--- config.mk ---
export PLATFORM = sky130hd
export DESIGN_NAME = aer_regs
export DESIGN_NICKNAME = d
export VERILOG_FILES = /design/src/hdl/aer_pkg.sv /design/src/hdl/aer_fp.sv /design/src/hdl/aer_regs.sv
export SDC_FILE = /design/constraint.sdc
export NUM_CORES = 1
export LEC_CHECK = 0
export BUFFER_PORTS_ARGS = -buffer_cell sky130_fd_sc_hd__clkbuf_2
export CAP_MARGIN = 40
export CORE_ASPECT_RATIO = 2
export CORE_MARGIN = 3
export CORE_UTILIZATION = 57
export CTS_BUF_LIST = sky130_fd_sc_hd__clkbuf_4 sky130_fd_sc_hd__clkbuf_8
export DETAILED_ROUTE_END_ITERATION = 7
export GPL_TIMING_DRIVEN = 0
export MAX_ROUTING_LAYER = met4
export PLACE_DENSITY = 0.91
export SLEW_MARGIN = 30
export SYNTH_ARGS = -nofsm -noshare
export SYNTH_HDL_FRONTEND = slang
export SYNTH_SLANG_ARGS = --single-unit
--- constraint.sdc ---
create_clock -name clk_sys -period 2.7 [get_ports clk_sys]
set_input_delay 0.27 -clock clk_sys [delete_from_list [all_inputs] [get_ports clk_sys]]
set_output_delay 0.27 -clock clk_sys [all_outputs]
set_load 0.01 [all_outputs]
--- src/hdl/aer_pkg.sv ---
package aer_pkg;

    // ------------------------------------------------------------
    // register byte offsets
    // ------------------------------------------------------------
    localparam logic [11:0] OFS_UNC_FLAGS = 12'h104;
    localparam logic [11:0] OFS_UNC_SUPPRESS = 12'h108;
    localparam logic [11:0] OFS_UNC_FATALITY = 12'h10C;
    localparam logic [11:0] OFS_COR_FLAGS = 12'h110;
    localparam logic [11:0] OFS_COR_SUPPRESS = 12'h114;
    localparam logic [11:0] OFS_CAP_CTRL = 12'h118;
    localparam logic [11:0] OFS_HDR_WORD0 = 12'h11C;
    localparam logic [11:0] OFS_HDR_WORD3 = 12'h128;
    localparam logic [11:0] OFS_IRQ_STATUS = 12'h140;
    localparam logic [11:0] OFS_IRQ_CLEAR = 12'h144;
    localparam logic [11:0] OFS_IRQ_ENABLE = 12'h148;

    // ------------------------------------------------------------
    // field layouts and reset values
    // ------------------------------------------------------------
    localparam logic [31:0] UNC_IMPL_MASK = 32'h001FF010;
    localparam logic [31:0] COR_IMPL_MASK = 32'h000031C1;
    localparam logic [31:0] UNC_FATALITY_RST = 32'h00062010;
    localparam logic [31:0] CAP_CTRL_RW_MASK = 32'h00000140;
    localparam int PTR_LSB = 0;
    localparam int PTR_W = 5;
    localparam int BIT_GEN_CAPABLE = 5;
    localparam int BIT_CHK_CAPABLE = 7;
    localparam int BIT_CRC_GEN_EN = 6;
    localparam int BIT_CRC_CHK_EN = 8;
    localparam int HDR_WORDS = 4;
    localparam int IRQ_W = 4;
    localparam int IRQ_UNC_FATAL = 0;
    localparam int IRQ_UNC_NONFATAL = 1;
    localparam int IRQ_COR = 2;
    localparam int IRQ_LOG = 3;
    localparam logic [1:0] RESP_OKAY = 2'h0;
    localparam logic [1:0] RESP_SLVERR = 2'h2;

    // ------------------------------------------------------------
    // carriers
    // ------------------------------------------------------------
    typedef struct packed {
        logic unsup_req;
        logic crc_err;
        logic malformed;
        logic rx_overflow;
        logic unexp_cpl;
        logic cpl_abort_tx;
        logic cpl_timeout;
        logic fc_proto;
        logic poisoned;
        logic dl_proto;
    } aer_unc_evt_t;

    typedef struct packed {
        logic advisory;
        logic replay_timeout;
        logic replay_rollover;
        logic bad_dllp;
        logic bad_tlp;
        logic rx_err;
    } aer_cor_evt_t;

    typedef struct packed {
        logic fatal;
        logic nonfatal;
        logic correctable;
    } aer_report_t;

endpackage : aer_pkg

--- src/hdl/aer_fp.sv ---
`timescale 1ns/1ps
`default_nettype none
// lowest set bit index of a 32-bit vector, registered
module aer_fp (
    // clock and reset
    input wire logic clk_sys,
    input wire logic rst_b,
    // vector in, index out
    input wire logic [31:0] vec,
    output logic found,
    output logic [4:0] index
);
    typedef struct packed {
        logic found;
        logic [4:0] index;
    } aer_fp_state_t;

    aer_fp_state_t st_reg;
    aer_fp_state_t st_next;

    always_comb begin
        st_next = '0;
        for (int i = 31; i >= 0; i--) begin
            if (vec[i]) begin
                st_next.found = 1'b1;
                st_next.index = 5'(i);
            end
        end
    end

    always_ff @(posedge clk_sys or negedge rst_b) begin
        if (!rst_b) begin
            st_reg <= '0;
        end else begin
            st_reg <= st_next;
        end
    end

    assign found = st_reg.found;
    assign index = st_reg.index;
endmodule : aer_fp
`default_nettype wire

--- src/hdl/aer_regs.sv ---
`timescale 1ns/1ps
`default_nettype none
// Notes on behaviour
// - unsupported request sets uncorrectable flag bit 20
// - end-to-end CRC error sets bit 19, malformed TLP sets bit 18
// - receiver overflow sets bit 17, unexpected completion sets bit 16
// - completer abort sent sets bit 15, completion timeout sets bit 14
// - flow control error bit 13, poisoned TLP bit 12, link protocol bit 4
// - flags reset to zero, clear only by writing one to them
// - uncorrectable flags record errors even when suppressed; they do not decide forwarding
// - uncorrectable suppress bits read-write, reset zero, block reporting
// - fatality bit 0 reports fatal, 1 reports non-fatal
// - fatality resets to one for bits 18, 17, 13, 4; rest zero
// - advisory bit 13, replay timeout bit 12, replay rollover bit 8
// - bad DLLP bit 7, bad TLP bit 6, receiver error bit 0
// - correctable suppress bits read-write, reset zero, mask the error
// - control: sticky pointer 4:0, capable flags 5,7, enables 6,8
// - first unsuppressed uncorrectable error captures first four header words (16 bytes) into the log
// - header byte 0 sits in log bits 31:24
// - four log words at 0x11C to 0x128, sticky, read-only, reset zero
module aer_regs #(
    parameter logic GEN_CAPABLE = 1'b0,
    parameter logic CHK_CAPABLE = 1'b0
) (
    // clock and resets
    input wire logic clk_sys,
    input wire logic rst_b,
    input wire logic sticky_rst_b,
    // detected error events, one-cycle pulses
    input wire aer_pkg::aer_unc_evt_t unc_evt,
    input wire aer_pkg::aer_cor_evt_t cor_evt,
    input wire logic [127:0] rx_hdr,
    // reports toward the root port, CRC enables and interrupt
    output logic report_fatal,
    output logic report_nonfatal,
    output logic report_cor,
    output logic crc_gen_en,
    output logic crc_chk_en,
    output logic irq,
    // axi4-lite write address
    input wire logic [11:0] s_awaddr,
    input wire logic s_awvalid,
    output logic s_awready,
    // axi4-lite write data
    input wire logic [31:0] s_wdata,
    input wire logic [3:0] s_wstrb,
    input wire logic s_wvalid,
    output logic s_wready,
    // axi4-lite write response
    output logic [1:0] s_bresp,
    output logic s_bvalid,
    input wire logic s_bready,
    // axi4-lite read address
    input wire logic [11:0] s_araddr,
    input wire logic s_arvalid,
    output logic s_arready,
    // axi4-lite read data
    output logic [31:0] s_rdata,
    output logic [1:0] s_rresp,
    output logic s_rvalid,
    input wire logic s_rready
);
    // ------------------------------------------------------------
    // state
    // ------------------------------------------------------------
    typedef struct packed {
        logic [31:0] unc_flags;
        logic [31:0] unc_sup;
        logic [31:0] unc_fat;
        logic [31:0] cor_flags;
        logic [31:0] cor_sup;
        logic [31:0] ctrl;
        logic [aer_pkg::IRQ_W-1:0] irq_stat;
        logic [aer_pkg::IRQ_W-1:0] irq_en;
        logic aw_held;
        logic [11:0] awaddr;
        logic w_held;
        logic [31:0] wdata;
        logic [3:0] wstrb;
        logic bvalid;
        logic [1:0] bresp;
        logic rvalid;
        logic [31:0] rdata;
        logic [1:0] rresp;
        logic fatal;
        logic nonfatal;
        logic cor;
        logic irq;
    } aer_state_t;

    // sticky part survives rst_b, only sticky_rst_b clears it
    typedef struct packed {
        logic armed;
        logic load;
        logic [aer_pkg::PTR_W-1:0] ptr;
        logic [aer_pkg::HDR_WORDS-1:0][31:0] log;
    } aer_sticky_t;

    aer_state_t st_reg;
    aer_state_t st_next;
    aer_sticky_t sk_reg;
    aer_sticky_t sk_next;
    logic [31:0] unc_raw;
    logic [31:0] cor_raw;
    logic [31:0] unc_fresh;
    logic fp_found;
    logic [4:0] fp_index;

    function automatic logic [31:0] strb_merge(input logic [31:0] old,
            input logic [31:0] data, input logic [3:0] strb);
        logic [31:0] res;
        res = old;
        for (int b = 0; b < 4; b++) begin
            if (strb[b]) begin
                res[b*8 +: 8] = data[b*8 +: 8];
            end
        end
        return res;
    endfunction : strb_merge

    // events placed at their flag positions
    always_comb begin
        unc_raw = '0;
        unc_raw[20] = unc_evt.unsup_req;
        unc_raw[19] = unc_evt.crc_err;
        unc_raw[18] = unc_evt.malformed;
        unc_raw[17] = unc_evt.rx_overflow;
        unc_raw[16] = unc_evt.unexp_cpl;
        unc_raw[15] = unc_evt.cpl_abort_tx;
        unc_raw[14] = unc_evt.cpl_timeout;
        unc_raw[13] = unc_evt.fc_proto;
        unc_raw[12] = unc_evt.poisoned;
        unc_raw[4] = unc_evt.dl_proto;
        cor_raw = '0;
        cor_raw[13] = cor_evt.advisory;
        cor_raw[12] = cor_evt.replay_timeout;
        cor_raw[8] = cor_evt.replay_rollover;
        cor_raw[7] = cor_evt.bad_dllp;
        cor_raw[6] = cor_evt.bad_tlp;
        cor_raw[0] = cor_evt.rx_err;
    end

    assign unc_fresh = unc_raw & ~st_reg.unc_sup;

    // lowest unmasked event index; one cycle late, so the header is
    // latched on the event cycle and only the index trails by a cycle
    aer_fp u_fp (
        .clk_sys(clk_sys),
        .rst_b(rst_b),
        .vec(unc_fresh),
        .found(fp_found),
        .index(fp_index)
    );

    // ------------------------------------------------------------
    // next state
    // ------------------------------------------------------------
    always_comb begin
        logic aw_now;
        logic w_now;
        logic do_wr;
        logic [11:0] wa;
        logic [31:0] wd;
        logic [31:0] w1c;
        logic [31:0] rd;
        logic rd_ok;
        logic wr_ok;
        logic log_take;
        logic [aer_pkg::IRQ_W-1:0] irq_evt;
        logic [aer_pkg::IRQ_W-1:0] irq_clr;
        logic [31:0] unc_rep;
        logic [31:0] cor_rep;
        st_next = st_reg;
        sk_next = sk_reg;
        rd = '0;
        rd_ok = 1'b1;
        aw_now = s_awvalid && !st_reg.aw_held;
        w_now = s_wvalid && !st_reg.w_held;
        irq_clr = '0;
        w1c = '0;
        wr_ok = 1'b1;
        // capture address and data in either order
        if (aw_now) begin
            st_next.aw_held = 1'b1;
            st_next.awaddr = s_awaddr;
        end
        if (w_now) begin
            st_next.w_held = 1'b1;
            st_next.wdata = s_wdata;
            st_next.wstrb = s_wstrb;
        end
        do_wr = st_reg.aw_held && st_reg.w_held && !st_reg.bvalid;
        wa = {st_reg.awaddr[11:2], 2'b00};
        wd = strb_merge(32'h00000000, st_reg.wdata, st_reg.wstrb);
        if (do_wr) begin
            st_next.aw_held = 1'b0;
            st_next.w_held = 1'b0;
            st_next.bvalid = 1'b1;
            case (wa)
                aer_pkg::OFS_UNC_FLAGS: w1c = wd;
                aer_pkg::OFS_UNC_SUPPRESS: st_next.unc_sup = aer_pkg::
                    UNC_IMPL_MASK & strb_merge(st_reg.unc_sup,
                    st_reg.wdata, st_reg.wstrb);
                aer_pkg::OFS_UNC_FATALITY: st_next.unc_fat = aer_pkg::
                    UNC_IMPL_MASK & strb_merge(st_reg.unc_fat,
                    st_reg.wdata, st_reg.wstrb);
                aer_pkg::OFS_COR_FLAGS: ;
                aer_pkg::OFS_COR_SUPPRESS: st_next.cor_sup = aer_pkg::
                    COR_IMPL_MASK & strb_merge(st_reg.cor_sup,
                    st_reg.wdata, st_reg.wstrb);
                aer_pkg::OFS_CAP_CTRL: st_next.ctrl = aer_pkg::
                    CAP_CTRL_RW_MASK & strb_merge(st_reg.ctrl,
                    st_reg.wdata, st_reg.wstrb);
                aer_pkg::OFS_IRQ_CLEAR: irq_clr = wd[aer_pkg::IRQ_W-1:0];
                aer_pkg::OFS_IRQ_ENABLE: st_next.irq_en =
                    wd[aer_pkg::IRQ_W-1:0];
                default: begin
                    // read-only registers take writes silently
                    wr_ok = (wa >= aer_pkg::OFS_HDR_WORD0 &&
                        wa <= aer_pkg::OFS_HDR_WORD3) ||
                        wa == aer_pkg::OFS_IRQ_STATUS;
                end
            endcase
            st_next.bresp = wr_ok ? aer_pkg::RESP_OKAY
                                  : aer_pkg::RESP_SLVERR;
        end
        if (st_reg.bvalid && s_bready) begin
            st_next.bvalid = 1'b0;
        end

        // flags: set wins over a same-cycle clear
        st_next.unc_flags = (((wa == aer_pkg::OFS_UNC_FLAGS) ?
            st_reg.unc_flags & ~w1c : st_reg.unc_flags) | unc_raw) &
            aer_pkg::UNC_IMPL_MASK;
        st_next.cor_flags = (((do_wr && wa == aer_pkg::OFS_COR_FLAGS) ?
            st_reg.cor_flags & ~wd : st_reg.cor_flags) | cor_raw) &
            aer_pkg::COR_IMPL_MASK;

        // first error: log the header on the event cycle
        log_take = sk_reg.armed && (|unc_fresh);
        if (log_take) begin
            for (int k = 0; k < aer_pkg::HDR_WORDS; k++) begin
                sk_next.log[k] = rx_hdr[127-32*k -: 32];
            end
            sk_next.armed = 1'b0;
        end
        // pointer trails the log by one cycle, from the registered index
        sk_next.load = log_take;
        if (sk_reg.load && fp_found) begin
            sk_next.ptr = fp_index;
        end
        // re-arm when software clears the flag the pointer names
        if (!sk_reg.armed && !sk_reg.load &&
                !st_reg.unc_flags[sk_reg.ptr]) begin
            sk_next.armed = 1'b1;
        end

        // forwarded reports, qualified by suppress bits
        unc_rep = unc_raw & ~st_reg.unc_sup;
        cor_rep = cor_raw & ~st_reg.cor_sup;
        st_next.fatal = |(unc_rep & ~st_reg.unc_fat);
        st_next.nonfatal = |(unc_rep & st_reg.unc_fat);
        st_next.cor = |cor_rep;

        irq_evt = '0;
        irq_evt[aer_pkg::IRQ_UNC_FATAL] = st_next.fatal;
        irq_evt[aer_pkg::IRQ_UNC_NONFATAL] = st_next.nonfatal;
        irq_evt[aer_pkg::IRQ_COR] = st_next.cor;
        irq_evt[aer_pkg::IRQ_LOG] = log_take;
        st_next.irq_stat = (st_reg.irq_stat & ~irq_clr) | irq_evt;
        st_next.irq = |(st_next.irq_stat & st_next.irq_en);

        // read channel
        if (s_arvalid && !st_reg.rvalid) begin
            case ({s_araddr[11:2], 2'b00})
                aer_pkg::OFS_UNC_FLAGS: rd = st_reg.unc_flags;
                aer_pkg::OFS_UNC_SUPPRESS: rd = st_reg.unc_sup;
                aer_pkg::OFS_UNC_FATALITY: rd = st_reg.unc_fat;
                aer_pkg::OFS_COR_FLAGS: rd = st_reg.cor_flags;
                aer_pkg::OFS_COR_SUPPRESS: rd = st_reg.cor_sup;
                aer_pkg::OFS_CAP_CTRL: begin
                    rd = st_reg.ctrl;
                    rd[aer_pkg::PTR_LSB +: aer_pkg::PTR_W] = sk_reg.ptr;
                    rd[aer_pkg::BIT_GEN_CAPABLE] = GEN_CAPABLE;
                    rd[aer_pkg::BIT_CHK_CAPABLE] = CHK_CAPABLE;
                end
                aer_pkg::OFS_IRQ_STATUS: rd = 32'(st_reg.irq_stat);
                aer_pkg::OFS_IRQ_ENABLE: rd = 32'(st_reg.irq_en);
                aer_pkg::OFS_IRQ_CLEAR: rd = '0;
                default: begin
                    if ({s_araddr[11:2], 2'b00} >= aer_pkg::OFS_HDR_WORD0
                            && {s_araddr[11:2], 2'b00} <=
                            aer_pkg::OFS_HDR_WORD3) begin
                        rd = sk_reg.log[2'(s_araddr[11:2] -
                            aer_pkg::OFS_HDR_WORD0[11:2])];
                    end else begin
                        rd_ok = 1'b0;
                    end
                end
            endcase
            st_next.rvalid = 1'b1;
            st_next.rdata = rd;
            st_next.rresp = rd_ok ? aer_pkg::RESP_OKAY
                                  : aer_pkg::RESP_SLVERR;
        end else if (st_reg.rvalid && s_rready) begin
            st_next.rvalid = 1'b0;
        end
    end

    // ------------------------------------------------------------
    // registers
    // ------------------------------------------------------------
    always_ff @(posedge clk_sys or negedge rst_b) begin
        if (!rst_b) begin
            st_reg <= '0;
            st_reg.unc_fat <= aer_pkg::UNC_FATALITY_RST;
        end else begin
            st_reg <= st_next;
        end
    end

    always_ff @(posedge clk_sys or negedge sticky_rst_b) begin
        if (!sticky_rst_b) begin
            sk_reg <= '0;
            sk_reg.armed <= 1'b1;
        end else begin
            sk_reg <= sk_next;
        end
    end

    assign s_awready = !st_reg.aw_held;
    assign s_wready = !st_reg.w_held;
    assign s_bvalid = st_reg.bvalid;
    assign s_bresp = st_reg.bresp;
    assign s_arready = !st_reg.rvalid;
    assign s_rvalid = st_reg.rvalid;
    assign s_rdata = st_reg.rdata;
    assign s_rresp = st_reg.rresp;
    assign report_fatal = st_reg.fatal;
    assign report_nonfatal = st_reg.nonfatal;
    assign report_cor = st_reg.cor;
    assign crc_gen_en = st_reg.ctrl[aer_pkg::BIT_CRC_GEN_EN];
    assign crc_chk_en = st_reg.ctrl[aer_pkg::BIT_CRC_CHK_EN];
    assign irq = st_reg.irq;
endmodule : aer_regs
`default_nettype wire

==> results of run 1 <==
[cell families (layout without fill, tap and decap cells)]
logic type | count (synthesis) | after routing | share of synthesized area
simple gates | 192 | 192 | 0.08089
other cells | 1 | 6 | 0.0003080
fa+ha+maj | 4 | 4 | 0.004111
mux | 229 | 229 | 0.2429
compound gates | 133 | 133 | 0.07924
flops | 265 | 265 | 0.5452
buf+inv | 106 | 595 | 0.04738
[how the worst min path moves through the flow]
stage | slack [ns] | endpoint | from | cells past startpoint
2_1_floorplan | -0.03 | crc_chk_en$_DFFE_PN0P_ | rst_b | 0
3_3_place_gp | 0.42 | sk_reg[134]$_DFFE_PN1P_ | sk_reg[133]$_DFF_PN0_ | 1
3_5_place_dp | 0.26 | sk_reg[28]$_DFFE_PN0P_ | sticky_rst_b | 1
4_1_cts | 0.21 | s_rdata[16]$_DFFE_PN0P_ | s_araddr[6] | 4
5_1_grt | 0.27 | sk_reg[28]$_DFFE_PN0P_ | sticky_rst_b | 2
6_report | 0.25 | sk_reg[29]$_DFFE_PN0P_ | sticky_rst_b | 2
[cell usage after synthesis (3+ instances only)]
library cell / n / share of area
a21boi_0: 5 / 0.0031
and2_1: 4 / 0.0021
dfstp_2: 5 / 0.011
nand3_1: 11 / 0.0045
mux2_2: 104 / 0.096
nor2b_1: 13 / 0.0067
buf_2: 17 / 0.0070
a21o_1: 17 / 0.010
mux2i_1: 4 / 0.0033
and3b_1: 4 / 0.0029
nor3b_1: 5 / 0.0031
and4_1: 3 / 0.0022
a222oi_1: 12 / 0.0099
a21oi_1: 26 / 0.011
a2111oi_0: 3 / 0.0022
a22oi_1: 3 / 0.0018
nor2_1: 32 / 0.0099
nand2_1: 69 / 0.021
nand4_1: 7 / 0.0036
a2bb2oi_1: 4 / 0.0029
or2_2: 5 / 0.0026
buf_4: 37 / 0.023
a221oi_1: 4 / 0.0029
o21ai_2: 10 / 0.0072
mux4_2: 34 / 0.063
dfrtp_1: 260 / 0.53
o22ai_1: 4 / 0.0021
ha_1: 4 / 0.0041
mux2_1: 87 / 0.080
a31oi_1: 8 / 0.0041
o21ai_0: 17 / 0.0070
clkbuf_1: 24 / 0.0074
inv_1: 24 / 0.0074
or3_1: 3 / 0.0015
a22o_1: 7 / 0.0050
nand2b_1: 7 / 0.0036
nor3_1: 14 / 0.0058
[layer usage]
metal / routed length, µm / vias to the layer above
li1: - / 4284
met3: 2548 / 293
met1: 13100 / 5148
met4: 4134 / 0
met2: 23160 / 706
met5: 0 / -
[timing repair]
| action | in CTS | in global routing |
|---|---|---|
| hold endpoints to repair | 291 | 0 |
| setup endpoints to repair | 0 | 64 |
| resized for setup | 0 | 7 |
| hold buffers | 180 | 0 |
[cell type report]
type	instances	area share
clock inverter	11	0.008502
clock buffer	58	0.04350
antenna	4	0.0006073
inverter	24	0.005466
tap	269	0.02042
multi-input combinational	560	0.3020
timing repair buffer	420	0.1866
buffer	82	0.03021
sequential	265	0.4027
[metrics by stage]
step	util	area [µm²]	hold WS, ns	cells	worst slack (ns)
after detailed placement	0.6560	13790	0.2582	1439	-0.5454
after floorplan	-	12180	-0.02559	931	0.4617
after global routing	0.7840	16480	0.2732	1692	-0.003782
after global placement	0.6515	13700	0.4210	1436	-0.7465
final	0.7841	16480	0.2497	1693	0.03486
after CTS	0.7825	16450	0.2110	1688	0.02400
[cells in the final DEF (no fill, tap or decap), types with 23 or more instances in the layout]
cell type / instances
mux2_2: 104
buf_4: 37
nor2_1: 32
clkbuf_8: 47
clkbuf_2: 235
mux4_2: 34
nand2_1: 69
mux2_1: 87
a21oi_1: 26
clkbuf_1: 23
dfrtp_1: 260
inv_1: 24
dlygate4sd3_1: 180
[power breakdown]
group          internal, mW  switching (mW)
sequential             5.35            1.23
clock                  2.00            1.66
combinational          2.02            1.61
[critical path, delay by kind of cell]
kind | cells | cell delay [ns]
fa+ha+maj | 1 | 0.24
compound gates | 3 | 0.95
simple gates | 1 | 0.18
buf+inv | 6 | 1.40
==> reports/qor.yml, run 1 <==
global_routing:
  grt_pass1_vias: 11470
  busiest_layer: "met2"
  gr-usage-met1: 0.3581
  overflow: 0
  grt_usage: 0.3851
  grt_pass1_wl_um: 64040
  grt_antenna_before_repair: 3
  grt_max_degree: 84
  gr-usage-met2: 0.6778
  use_met3: 0.06082
worst_setup_path:
  critical-path-max-stage-delay_ns: 0.62
  regToRegEndpoint: "sk_reg[88]$_DFFE_PN0P_"
  cp.arrival_ns: 3.06
  path_cells: "clkbuf_2 > buf_2 > clkbuf_4 > inv_1 > ha_1 > clkbuf_1 > clkbuf_2 > a222oi_1 > nor3_1 > a31oi_1 > a21oi_1"
  cp_max_fo: 10
  crit_type: "primary input to register"
  cp-end-kind: "register"
  reg2regPathDepth: 6
  startpoint: "s_araddr[2]"
  crit_end: "s_rdata[17]$_DFFE_PN0P_"
  r2r_slack_ns: 0.14
  start_kind: "primary input"
  worstReg2RegStart: "st_reg[241]$_DFFE_PN0P_"
  worstPathRequired_ns: 3.10
  crit_top_cell: "clkbuf_2"
  slowest_stage: "a222oi_1"
layout:
  nFillCells: 1180
  areaGrowthSynthToFinish_pct: 35.39
  multiInputGateArea_mm2: 0.004977
  largest_reg_flops: 135
  nNetsFinal: 1608
  seqCellArea_mm2: 0.006638
  drive_above_1_share: 0.3754
power_and_ir_drop:
  powerDensity_mw_per_mm2: 841.5
  leakagePower_nw: 7.414
  total_power_mw: 13.87
  max-vdd-ir-drop_v: 0.0006560
floorplan:
  rows: 75
  die_w_um: 109.3
  io_pins: 259
  start_util: 0.5792
  core_area_mm2: 0.02102
  fp.dieArea_mm2: 0.02325
  dieHeight_um: 212.7
logic_synthesis:
  ys_warn_count: 0
  netlist_area_mm2: 0.01217
  synth-edff-count: 0
  synthArstFlopShare: 1.000
  synth_cell_types: 65
  synthFlopType: "dfrtp_1"
  synthCells: 930
  synth_area_per_cell_um2: 13.09
  ys_seq_elements: 265
  seq_area_frac_synth: 0.5452
clocking:
  clk_latency_ns: 0.58
  htree_levels: 2
  cts_buffers: 39
  post_cts_buffers: 0
  cts_buffer_depth: 3
  cts_tree: "yes"
  clockRootBuffer: "clkbuf_8"
  clkSinkCount: 265
  clk_pin_slew_worst_paths_ns: 0.07
routing:
  drc: 0
  num_vias: 10430
  ant_nets: 0
  vias_per_cell: 6.161
  drt_iter0_drc: 790
  wl_um: 42940
  firstDrtPassIters: 6
  wire_per_inst_um: 25.36
timing:
  max_freq_ghz: 0.3752
  skew_ns: 0.04363
  hold_viol_final: 0
  finalCriticalPeriod_ns: 2.665
  relSlewSlack: 0.4089
  worst_pin_slew_ns: 0.8867
  setup_viol: 0
  finalSetupTns_ns: 0
  drv_slew: 0
  finalCritPeriodShare: 0.9871
placement:
  gp_congestion: 0.9490
  portBuffers: 236
  post-dp-hpwl_um: 26160
job:
  cap_violations: 0
hold_path:
  hold_class: "primary input to asynchronous set/reset pin"
run_status:
  status: "finished, final reports clean"
(Power assumes the default switching activity.)
==> run 2, diff against run 1 <==
- ABC_AREA: unset -> 1
- CORE_ASPECT_RATIO: 2 -> unset
- CTS_CLUSTER_SIZE: unset -> 10
- PLACE_DENSITY: 0.91 -> 0.9
==> reports/qor.yml, run 2 <==
run_status:
  status: "finished, final reports clean"
routing:
  wl_um: 48110  # +12%
  num_vias: 13890  # +33%
  wire_per_inst_um: 20.01  # -21%
  ant_nets: 0  # unchanged
  firstDrtPassIters: 8  # +2
  drc: 0  # unchanged
  vias_per_cell: 5.779  # -6.2%
  drt_iter0_drc: 1896  # +140%
worst_setup_path:
  reg2regPathDepth: 7  # +1
  r2r_slack_ns: 0.69  # +0.55 ns
  crit_end: "s_rdata[18]$_DFFE_PN0P_"
  cp_max_fo: 11  # +1
  regToRegEndpoint: "st_reg[140]$_DFFE_PN0P_"
  startpoint: "s_araddr[2]"
  cp-end-kind: "register"
  crit_type: "primary input to register"
  worstReg2RegStart: "s_bvalid$_DFFE_PN0P_"
  worstPathRequired_ns: 3.18  # +0.08 ns
  cp.arrival_ns: 3.00  # -0.06 ns
  start_kind: "primary input"
placement:
  gp_congestion: 0.9669  # +1.9%
  post-dp-hpwl_um: 29070  # +11%
  place_inst: 2142  # +49%
  portBuffers: 236  # unchanged
layout:
  areaGrowthSynthToFinish_pct: 33.95
  utilization: 0.7812  # -0.002910
  nNetsFinal: 2298  # +43%
  instances_no_fill: 2404  # +42%
  largest_reg_flops: 135  # unchanged
  mostFrequentLayoutCells: "nand2_1, dfrtp_1, clkbuf_2, nor2_1, dlygate4sd3_1"
  final_common_cell: "nand2_1"
  drive_above_1_share: 0.2138  # -0.1615
timing:
  rsz0062_at_grt: "no"
  finalCritPeriodShare: 0.9324  # -0.05469
  skew_ns: 0.04974  # +0.006110 ns
  finalSetupTns_ns: 0  # unchanged
  relSlewSlack: 0.5140  # +0.1051
  max_freq_ghz: 0.3972  # +5.9%
  setup_viol: 0  # unchanged
  worst_pin_slew_ns: 0.7291  # -0.1576 ns
  finalCriticalPeriod_ns: 2.517  # -0.1477 ns
  hold_viol_final: 0  # unchanged
  drv_slew: 0  # unchanged
  finalHoldWorstSlack_ns: 0.02294  # -0.2268 ns
logic_synthesis:
  synth-edff-count: 0  # unchanged
  ys_top_cells_by_count: "nand2_1, dfrtp_1, nor2_1"
  synth_xor_area_frac: 0  # unchanged
  synth-compound-area-share: 0.09516  # +0.01592
  synth_most_common_cell: "nand2_1"
  synthFlopType: "dfrtp_1"
  ys_seq_elements: 265  # unchanged
  seq_area_frac_synth: 0.5183  # -0.02690
  synth-simple-area-share: 0.2885  # +0.2076
  synthCells: 1623  # +75%
  synth_top_family_by_area: "simple AND/OR/NAND/NOR gates"
  synth_cell_types: 41  # -37%
  synth_area_per_cell_um2: 7.890  # -40%
  synthMuxAreaShare: 0.006155  # -0.2367
  netlist_top_cells_area: "dfrtp_1, nand2_1, nor2_1, o21ai_0, inv_1"
  synth_fa_ha_area_frac: 0.003908  # -0.0002028
  ys_warn_count: 0  # unchanged
  synthArstFlopShare: 1.000  # unchanged
  netlist_area_mm2: 0.01281  # +5.2%
  yosysTopAreaCell: "dfrtp_1"
  synth_top_area_share: 0.5081  # -0.02637
global_routing:
  grt_max_degree: 78  # -7.1%
  grt_pass1_vias: 13810  # +20%
  grt_pass1_wl_um: 73690  # +15%
  grt_antenna_before_repair: 9  # +6
  grt_usage: 0.4083  # +0.02323
  overflow: 0  # unchanged
clocking:
  clockRootBuffer: "clkbuf_8"
  clkSinkCount: 265  # unchanged
  htree_levels: 2  # unchanged
  cts_tree: "yes"
  cts_buffer_depth: 3  # unchanged
  clk_latency_ns: 0.58  # about the same
  clk_pin_slew_worst_paths_ns: 0.06  # about the same
  cts_buffers: 42  # +7.7%
floorplan:
  rows: 54  # -28%
  io_pins: 259  # unchanged
  dieHeight_um: 155.9  # -27%
  start_util: 0.5832  # +0.004024
  fp.dieArea_mm2: 0.02430  # +4.5%
  core_area_mm2: 0.02196  # +4.5%
  die_w_um: 155.9  # +43%
job:
  cap_violations: 0  # unchanged
power_and_ir_drop:
  max-vdd-ir-drop_v: 0.0005145  # -22%
  leakagePower_nw: 8.906  # +20%
  powerDensity_mw_per_mm2: 882.4  # +4.9%
  total_power_mw: 15.14  # +9.1%
hold_path:
  hold_class: "primary input to register"
## run 2: cell count changes after synthesis, sizes merged, moves of 13 or more
cell / delta
buf: +16
nor2: +163
a21o: -17
mux2: -184
nand2: +547
o21ai: +98
a21oi: +30
nand3: +58
mux4: -34
o22ai: +30
inv: +91
nor2b: -13
## run 2: report_power, final
group | internal (mW) | switching (mW) | total (mW)
combinational | 1.75 | 3.24 | 4.99
sequential | 5.29 | 0.941 | 6.23
clock | 2.19 | 1.72 | 3.91
total | 9.23 | 5.91 | 15.1
## run 2: cells by family after synthesis
kind of cell	Yosys count
other	1
AOI/OAI and AO/OA	228
muxes	7
DFF	265
buffers and inverters	214
adders and majority gates	4
and+or+nand+nor	904
## run 2: layout make-up
type | count | area, µm²
Inverter | 115 | 431.7
Multi-Input combinational cell | 1145 | 5050
Clock inverter | 11 | 107.6
Timing Repair Buffer | 414 | 3015
Antenna cell | 10 | 25.02
Clock buffer | 65 | 844.6
Tap cell | 280 | 350.3
Fill cell | 1397 | 4805
Buffer | 99 | 691.9
Sequential cell | 265 | 6638
## run 2: what timing repair did
| item | in CTS | in global routing |
|---|---|---|
| buffers inserted | 0 | 0 |
| setup endpoints to repair | 0 | 3 |
| hold endpoints to repair | 318 | 0 |
| resized for setup | 0 | 2 |
| hold buffers | 176 | 0 |
## run 2: layer usage
layer  global-route usage  up-vias  share of wire  routed length (µm)
met1               0.4894     6389           0.36               17110
li1                     -     6034              -                   -
met4               0.2582        0          0.081                3874
met2               0.5901     1138           0.44               21100
met5                    -        -              0                   0
met3               0.1420      332           0.13                6027
## run 2: critical path, stage by stage
cell,delay (ns)
clkbuf_2,0.14
inv_1,0.09
buf_2,0.21
clkbuf_2,0.35
ha_1,0.35
inv_1,0.16
buf_1,0.42
o21ai_0,0.17
o22ai_1,0.48
nand3_1,0.21
a21oi_1,0.16
## run 2: worst min path at each step
stage                  from                     end  slack (ns)  depth (start not counted)
2_1_floorplan         rst_b  crc_chk_en$_DFFE_PN0P_       -0.03                          0
3_3_place_gp       s_bready    s_bvalid$_DFFE_PN0P_        0.45                          2
3_5_place_dp   sticky_rst_b  sk_reg[74]$_DFFE_PN0P_        0.31                          1
4_1_cts         s_awaddr[4]  st_reg[83]$_DFFE_PN0P_       0.008                          3
5_1_grt         s_awaddr[4]  st_reg[83]$_DFFE_PN0P_       0.008                          3
6_report        s_awaddr[4]  st_reg[83]$_DFFE_PN0P_        0.02                          3
## run 2: stage by stage
step | setup WS (ns) | area, µm²
floorplan | 0.7522 | 12810
CTS | 0.2321 | 17130
global route | 0.1762 | 17150
detailed placement | -0.3472 | 14410
finish | 0.1825 | 17150
global placement | -0.7174 | 14340
